File: config.mk
export PLATFORM = sky130hd
export DESIGN_NAME = conv_ctrl_regs
export DESIGN_NICKNAME = d
export VERILOG_FILES = /design/src/conv_ctrl_pkg.sv /design/src/pin_sync.sv /design/src/conv_ctrl_regs.sv
export SDC_FILE = /design/constraint.sdc
export NUM_CORES = 1
export LEC_CHECK = 0
export BUFFER_PORTS_ARGS = -buffer_cell sky130_fd_sc_hd__buf_2
export CORE_UTILIZATION = 62
export CTS_CLUSTER_DIAMETER = 60
export DETAILED_ROUTE_END_ITERATION = 7
export PLACE_DENSITY = 0.91
export SLEW_MARGIN = 20
export SYNTH_ARGS = -nofsm -noshare
export SYNTH_HDL_FRONTEND = slang
export SYNTH_SLANG_ARGS = --single-unit
File: constraint.sdc
create_clock -name clk -period 13.75 [get_ports clk]
set_input_delay 2.0625 -clock clk [delete_from_list [all_inputs] [get_ports clk]]
set_output_delay 2.0625 -clock clk [all_outputs]
set_load 0.03 [all_outputs]
File: src/conv_ctrl_pkg.sv
// package: register map, field positions, reset values and frame layout of the control bank
package conv_ctrl_pkg;
    localparam int ADDR_W = 4;
    localparam int DATA_W = 16;
    localparam int NUM_REGS = 16;
    localparam int FRAME_BITS = 24;
    localparam int CMD_BITS = 8;

    // ------------------------------------------------------------
    // register offsets
    // ------------------------------------------------------------
    localparam logic [3:0] MAIN_CONFIGURATION_ADDR = 4'h0;
    localparam logic [3:0] RESERVED_ONE_ADDR = 4'h1;
    localparam logic [3:0] FIRST_CHANNEL_OFFSET_ADDR = 4'h2;
    localparam logic [3:0] FIRST_CHANNEL_RANGE_ADDR = 4'h3;
    localparam logic [3:0] CALIBRATION_ADJUST_ADDR = 4'h4;
    localparam logic [3:0] CALIBRATION_VALUES_ADDR = 4'h5;
    localparam logic [3:0] BIAS_ADJUST_ADDR = 4'h6;
    localparam logic [3:0] INTERLEAVE_TIMING_ADJUST_ADDR = 4'h7;
    localparam logic [3:0] RESERVED_EIGHT_ADDR = 4'h8;
    localparam logic [3:0] RESERVED_NINE_ADDR = 4'h9;
    localparam logic [3:0] SECOND_CHANNEL_OFFSET_ADDR = 4'hA;
    localparam logic [3:0] SECOND_CHANNEL_RANGE_ADDR = 4'hB;
    localparam logic [3:0] SAMPLE_DELAY_COARSE_ADDR = 4'hC;
    localparam logic [3:0] SAMPLE_DELAY_FINE_ADDR = 4'hD;
    localparam logic [3:0] MULTI_CHIP_SYNC_ADDR = 4'hE;
    localparam logic [3:0] RESERVED_FIFTEEN_ADDR = 4'hF;

    // one bit per location: set where a read/write register lives
    localparam logic [15:0] RW_MAP = 16'h7CFD;

    // ------------------------------------------------------------
    // field positions and reset values
    // ------------------------------------------------------------
    localparam int CFG_FIRST_PD_BIT = 11;
    localparam int CFG_SECOND_PD_BIT = 10;
    localparam logic [15:0] MAIN_CONFIGURATION_RESET = 16'h2000;
    localparam logic [15:0] OTHER_REG_RESET = 16'h0000;
    localparam logic [15:0] FULL_RATE_BIAS = 16'h1C00;
    localparam logic [1:0] FRAME_RSVD_PATTERN = 2'b10;
endpackage : conv_ctrl_pkg

File: src/pin_sync.sv
// file holds a two-stage synchroniser for a group of pin inputs
`timescale 1ns/10ps
module pin_sync #(
    parameter int WIDTH = 1,
    parameter logic [WIDTH-1:0] RESET_VAL = '0
) (
    input wire logic clk,
    input wire logic rst,
    input wire logic [WIDTH-1:0] pinIn,
    output logic [WIDTH-1:0] pinSync
);
    logic [WIDTH-1:0] meta_q;

    // first stage feeds only the second stage
    always_ff @(posedge clk or posedge rst) begin
        if (rst) begin
            meta_q <= RESET_VAL;
            pinSync <= RESET_VAL;
        end else begin
            meta_q <= pinIn;
            pinSync <= meta_q;
        end
    end
endmodule : pin_sync

File: src/conv_ctrl_regs.sv
// file holds the serial-programmed control register bank of the converter
// ------------------------------------------------------------
// How it works
// - register settings act only in extended control mode; ignored in pin mode
// - sixteen locations by four-bit address, twelve read/write, rest reserved
// - fixed decode of offsets 0h..Fh; 1h, 8h, 9h, Fh reserved
// - power-on reset gives every bit a defined state; configuration is 2000h
// - configuration bit 11 set powers first channel down
// - first channel down if register bit or its pin asks
// - configuration bit 10 set powers second channel down, independently
// - mode-select pin high returns all registers to defaults
// - 24-bit frame: read bit, 10, address msb first, don't-care, 16 data
// - read of reserved address returns all zeros
// - registers keep contents while channels are powered down
// ------------------------------------------------------------
`timescale 1ns/10ps
module conv_ctrl_regs (
    input wire logic clk,
    input wire logic rst,
    input wire logic serialSelectN,
    input wire logic serialClk,
    input wire logic serialDataIn,
    input wire logic controlModeSelectPin,
    input wire logic firstChannelPowerdownPin,
    input wire logic secondChannelPowerdownPin,
    output logic serialDataOut,
    output logic serialDataOutEn,
    output logic extendedControlMode,
    output logic firstChannelPowerdown,
    output logic secondChannelPowerdown,
    output logic [conv_ctrl_pkg::DATA_W-1:0] activeConfig,
    output logic [conv_ctrl_pkg::DATA_W-1:0] activeBias
);
    import conv_ctrl_pkg::*;

    // ------------------------------------------------------------
    // pin synchronisation and serial clock edges
    // ------------------------------------------------------------
    logic [5:0] pinSync;
    logic selN;
    logic sclkS;
    logic sdiS;
    logic eceS;
    logic pdiS;
    logic pdqS;
    logic sclkPrev_q;
    logic sclkRise;
    logic sclkFall;

    // select and mode pins idle high so a frame cannot start during reset
    pin_sync #(.WIDTH(6), .RESET_VAL(6'b10_1100)) u_sync (
        .clk(clk),
        .rst(rst),
        .pinIn({serialSelectN, serialClk, serialDataIn, controlModeSelectPin,
                firstChannelPowerdownPin, secondChannelPowerdownPin}),
        .pinSync(pinSync)
    );

    assign {selN, sclkS, sdiS, eceS, pdiS, pdqS} = pinSync;
    assign sclkRise = sclkS && !sclkPrev_q && !selN;
    assign sclkFall = !sclkS && sclkPrev_q && !selN;

    // last sample of the serial clock; it resets to the parked-low level so reset fakes no edge
    always_ff @(posedge clk or posedge rst) begin
        if (rst) begin
            sclkPrev_q <= 1'b0;
        end else begin
            sclkPrev_q <= sclkS;
        end
    end

    // ------------------------------------------------------------
    // frame shifter
    // ------------------------------------------------------------
    logic [4:0] bitCnt_q;
    logic [14:0] shiftIn_q;
    logic isRead_q;
    logic [ADDR_W-1:0] addr_q;
    logic [DATA_W-1:0] shiftOut_q;
    logic cmdDone;
    logic writeDone;
    logic [ADDR_W-1:0] cmdAddr;
    logic [DATA_W-1:0] wrData;
    logic [DATA_W-1:0] rdData;
    logic [DATA_W-1:0] regs_q [NUM_REGS];

    // the eighth rising edge carries the don't-care bit; command sits in bits 6:0
    assign cmdAddr = shiftIn_q[3:0];
    assign cmdDone = sclkRise && (bitCnt_q == 5'(CMD_BITS - 1));
    assign writeDone = sclkRise && (bitCnt_q == 5'(FRAME_BITS - 1)) && !isRead_q;
    assign wrData = {shiftIn_q, sdiS};
    assign rdData = RW_MAP[cmdAddr] ? regs_q[cmdAddr] : '0;

    // a frame cut short never reaches the write edge, so nothing is stored
    always_ff @(posedge clk or posedge rst) begin
        if (rst) begin
            bitCnt_q <= '0;
            shiftIn_q <= '0;
        end else if (selN) begin
            bitCnt_q <= '0;
        end else if (sclkRise && bitCnt_q != 5'(FRAME_BITS)) begin
            bitCnt_q <= bitCnt_q + 5'd1;
            shiftIn_q <= {shiftIn_q[13:0], sdiS};
        end
    end

    // command decode at the eighth bit
    always_ff @(posedge clk or posedge rst) begin
        if (rst) begin
            isRead_q <= 1'b0;
            addr_q <= '0;
        end else if (cmdDone) begin
            isRead_q <= shiftIn_q[6];
            addr_q <= cmdAddr;
        end
    end

    // output shifts on falling edges; after sixteen falls the last bit is held
    always_ff @(posedge clk or posedge rst) begin
        if (rst) begin
            shiftOut_q <= '0;
            serialDataOut <= 1'b0;
            serialDataOutEn <= 1'b0;
        end else begin
            if (cmdDone) begin
                shiftOut_q <= rdData;
            end else if (sclkFall && isRead_q && bitCnt_q >= 5'(CMD_BITS)
                         && bitCnt_q < 5'(FRAME_BITS)) begin
                serialDataOut <= shiftOut_q[DATA_W-1];
                shiftOut_q <= {shiftOut_q[DATA_W-2:0], 1'b0};
            end
            serialDataOutEn <= !selN && isRead_q && bitCnt_q >= 5'(CMD_BITS);
        end
    end

    // ------------------------------------------------------------
    // register storage
    // ------------------------------------------------------------
    // mode pin high holds every register at its default; power-down never touches them
    always_ff @(posedge clk or posedge rst) begin
        if (rst) begin
            for (int i = 0; i < NUM_REGS; i++) begin
                regs_q[i] <= (i == 0) ? MAIN_CONFIGURATION_RESET : OTHER_REG_RESET;
            end
        end else if (eceS) begin
            for (int i = 0; i < NUM_REGS; i++) begin
                regs_q[i] <= (i == 0) ? MAIN_CONFIGURATION_RESET : OTHER_REG_RESET;
            end
        end else if (writeDone && RW_MAP[addr_q]) begin
            regs_q[addr_q] <= wrData;
        end
    end

    // ------------------------------------------------------------
    // effective controls
    // ------------------------------------------------------------
    logic ecmNow;
    logic [DATA_W-1:0] cfgEff;

    assign ecmNow = !eceS;
    assign cfgEff = ecmNow ? regs_q[MAIN_CONFIGURATION_ADDR] : MAIN_CONFIGURATION_RESET;

    // pins stay live in both modes; register bits only count in extended mode
    always_ff @(posedge clk or posedge rst) begin
        if (rst) begin
            extendedControlMode <= 1'b0;
            firstChannelPowerdown <= 1'b0;
            secondChannelPowerdown <= 1'b0;
            activeConfig <= MAIN_CONFIGURATION_RESET;
            activeBias <= OTHER_REG_RESET;
        end else begin
            extendedControlMode <= ecmNow;
            firstChannelPowerdown <= pdiS || cfgEff[CFG_FIRST_PD_BIT];
            secondChannelPowerdown <= pdqS || cfgEff[CFG_SECOND_PD_BIT];
            activeConfig <= cfgEff;
            activeBias <= ecmNow ? regs_q[BIAS_ADJUST_ADDR] : OTHER_REG_RESET;
        end
    end
endmodule : conv_ctrl_regs

# == Yosys cells after proc, flatten, opt, wreduce, memory -nomap -nowiden ==
# Memory sizes are Yosys's and may differ from the RTL's.
# Cells that the tools add are included.
# Widths: inputs -> output; s select.
# totals
regBits,347
romBits,32
in_bits,8
output_inout_bits,37
word_cells,92
memories,2
# memory_table
memory,words,width,read_ports,rd_clocked_by_memory_dff,write_ports,line,text
(name not given),16,1,1,0,0,conv_ctrl_regs.sv:149,end else if (writeDone && RW_MAP[addr_q]) begin
(name not given),16,1,1,0,0,conv_ctrl_regs.sv:92,assign rdData = RW_MAP[cmdAddr] ? regs_q[cmdAddr] : '0;
# classes
n_addsub,1
n_lt_le_gt_ge,7
eq_ne,3
mux,17
bitwise_logic,4
n_reduce_logical,27
# ops
operator,n
$mux 256,2
$bwmux 256,1
$mux 16,8
$bmux 16 s4,1
$demux 16 s4,1
$logic_and 1x1->1,15
$ge 5x5->1 const B,2
$lt 4x5->1 const B,2
$mux 5,2
$not 4->5,2
$reduce_bool 2->1,3
$add 5x1->5 const B,1
$eq 5x3->1 const B,1
$eq 5x5->1 const B,1
$ge 5x4->1 const B,1
$logic_not 1->1,5
$lt 5x1->1 const B,1
$lt 5x5->1 const B,1
$ne 5x5->1 const B,1
$reduce_and 2->1,2
$logic_or 1x1->1,2
$mux 1,2
$not 1->1,2

# == Logic depth before layout (Yosys ltp) ==
# logic_depth
depth_word,8
mapped_depth,9
ltp_nobuf,6

# == Cells and area by module ==
# Synthesis repeated with hierarchy kept, for this count alone.
# hier_totals
hier_cells,1332
hier_area_um2,15238.4
# by_module_without_submodules
mod,instances,cells_each,area_each_um2,seq_area_each_um2
conv_ctrl_regs,1,1319,14926.8,8385.5
pin_sync,1,13,311.5,307.8

# == Worst setup path before layout ==
# No wires, ideal clock.
# synth_timing
path_kind,register to output
from,reg activeConfig[13] in the netlist's numbering
to,out activeConfig[13] in the netlist's numbering
arrival_ns,0.588
required_ns,11.687
slack_ns,11.099
path_stages_with_launch,1
n_path_buf,0
path_cell_list,dfstp_2
# synth_lines
item,line,text
"start, declared",conv_ctrl_regs.sv:31,"output logic [conv_ctrl_pkg::DATA_W-1:0] activeConfig,"
"start signal, assigned",conv_ctrl_regs.sv:175,activeConfig <= cfgEff;
# No word-level cell between the ends.

==> reports/results.tsv <==
metric	value	unit
antenna_cells	0	
place_congestion	0.805	
synth_area_leaders	dfrtp_1 (55%), mux2i_1 (13%), mux4_2 (8.8%)	
grt_pass1_vias	10454	
post-route-period-util	23.8	%
final_area	16800	um^2
routed-via-count	9897	
hold_path_class	reg2reg	
synth.top_cell.area_share	55.5	%
hold_depth	0	
seq_area_frac_synth	56.8	%
cts_setup_buffers	0	
status	finished clean	
die_w	159	um
utilization	69.1	%
power_frac_seq	48.4	%
min_from	u_sync.meta_q[3]	
worst-path-buf-inv	3	
slew_viol_final	0	
h-tree-depth	2	
fin_ws	10.48	ns
synth_edf_count	0	
ir_drop	0.000116	V
postSynthCellCount	1210	
fp.coreArea	24200	um^2
switching_share	25.8	%
r2r-start	u_sync.pinSync[4]	
fmax	0.306	GHz
slowest_stage	buf_4	
worst_ep_required_time	14.25	ns
ant_nets	0	
synth_top_area_cell	dfrtp_1	
whs	0.347	ns
via_per_inst	6.36	
critPathTopFamily	buffers and inverters	
cts_tree	built	
hold_end	u_sync.pinSync[3]	
clk_latency	0.52	ns
grt_max_degree	124	
core.rowCount	57	
regArea	8700	um^2
antenna_found_initial	0	
p_clk_share	42.7	%
ys.flop_type	dfrtp_1	
port_buffers	44	
slew_headroom	26.1	%
drt_iter0_markers	891	
start_kind	input port	
cp.depth	3	
share_comb_of_total_power	9.0	%
cts_hold_buf	0	
n_fill_cell	1578	
rsz0062_at_grt	no	
pre_cts_ws	9.87	ns
syn_nets	1220	
layout_commonest_cell	dfrtp_1	
critPathArrivalTime	3.77	ns
leakage	0.00848	uW
die_height	159	um
cts.repair.resized	0	
drive_gt1_share	19.5	%
multiInputGateArea	6130	um^2
clockBufferDepth	3	
cts.clk_slew.worst_paths	0.06	ns
syn_to_final_growth	9.62	%
detailed_place.area	15600	um^2
synth-seq-cells	347	
overflow	0	
io_pins	45	
clock-sinks	347	
ff2ff_path_depth	5	
nets	1216	
synth_cell_type_count	47	
route.detailed.drc	0	
final_hold_viol_count	0	
post_drt_wl_per_cell	22.7	um
clock_skew	0.0175	ns
p_int	1710	uW
layout_common_cells	dfrtp_1 (337), nor2_1 (195), mux2i_1 (194)	
worstSetupPathType	in2async	
regToRegSetupSlack	10.52	ns
endpoint_kind	async pin	
synth_area_per_cell	12.6	um^2
max_stage_delay	0.89	ns
worstReg2RegEnd	regs_q[88]	
numCtsBuffers	34	
maxCapViolCount	0	
async_flop_share	100	%
fin_crit	3.27	ns
drt_pass1_iterations	7	
grt_pass1_wl	57400	um
synth_area	15300	um^2
tightest_slew	1.11	ns
wl	35200	um
hpwl	19700	um
cp_max_fo	123	
fp.dieArea	25300	um^2
setup_viol_count_final	0	
start_util	63.1	%
grtUsageTotal	29.0	%
finalSetupTns	0	ns
switchingPower	594	uW
clockRootBuffer	clkbuf_16	
yosys_warnings	0	
p_per_area	138	nW/um^2
path_cells	buf_2, inv_8, buf_4	
==> per-layer routing <==
metal	routed length (um)	GRT usage [%]
met2	17700	47.9
met4	1130	11.6
met5	0	0
met3	2920	5.99
met1	13500	37.9
==> per-stage QoR <==
step	cells	total power (uW)
floorplan	1210	1270
global placement	1494	1330
detailed placement	1494	1330
CTS	1556	2310
global route	1556	2370
finish	1556	2310
==> worst max-delay path by stage <==
stage / startpoint / endpoint / slack [ns]
finish: rst / regs_q[52] / 10.48
global route: rst / shiftIn_q[4] / 10.18
CTS: rst / shiftIn_q[4] / 10.41
detailed placement: rst / regs_q[120] / 9.87
global placement: rst / regs_q[120] / 9.89
floorplan: rst / activeBias[0] / 2.08
==> power by group through the flow <==
| stage | combinational, uW | sequential, uW | clock, uW |
|---|---|---|---|
| 3_3_place_gp | 201 | 1130 | 0 |
| 5_1_grt | 219 | 1120 | 1030 |
| 6_report | 207 | 1120 | 985 |
| 3_5_place_dp | 203 | 1130 | 0 |
| 4_1_cts | 206 | 1110 | 988 |
| 2_1_floorplan | 206 | 1070 | 0 |
==> cell usage after synthesis (all sizes together) (4+ instances only) <==
| cell type | count |
|---|---|
| a21oi | 27 |
| a22o | 6 |
| buf | 40 |
| clkbuf | 58 |
| dfrtp | 339 |
| dfstp | 8 |
| inv | 4 |
| mux2 | 43 |
| mux2i | 194 |
| mux4 | 60 |
| nand2 | 54 |
| nand3 | 17 |
| nand4 | 4 |
| nor2 | 195 |
| nor2b | 100 |
| o211ai | 7 |
| o21ai | 15 |
| o22ai | 6 |
==> state kept, by name, indices dropped and copies added, names as in the netlist <==
register	count
activeBias	16
bitCnt_q	5
secondChannelPowerdown	1
addr_q	4
firstChannelPowerdown	1
isRead_q	1
shiftIn_q	15
serialDataOutEn	1
shiftOut_q	16
activeConfig	16
extendedControlMode	1
regs_q	256
serialDataOut	1
u_sync.pinSync	6
u_sync.meta_q	6
sclkPrev_q	1
==> cell families after synthesis <==
| family | Yosys count | synth area share (%) |
|---|---|---|
| AND/OR/NAND/NOR | 392 | 12.4 |
| flip-flops | 347 | 56.8 |
| multiplexers | 297 | 24.7 |
| buffers and inverters | 102 | 3.10 |
| AO/OA/AOI/OAI | 67 | 2.66 |
| XOR/XNOR | 3 | 0.172 |
| adder cells (fa/ha/maj) | 2 | 0.164 |
==> cell type report <==
class	count	area share, %
Sequential cell	347	51.9
Multi-Input combinational cell	761	36.5
Clock buffer	53	6.18
Tap cell	324	2.42
Timing Repair Buffer	58	1.94
Clock inverter	9	0.881
Inverter	4	0.134
Power figures use the tool's default switching activity.
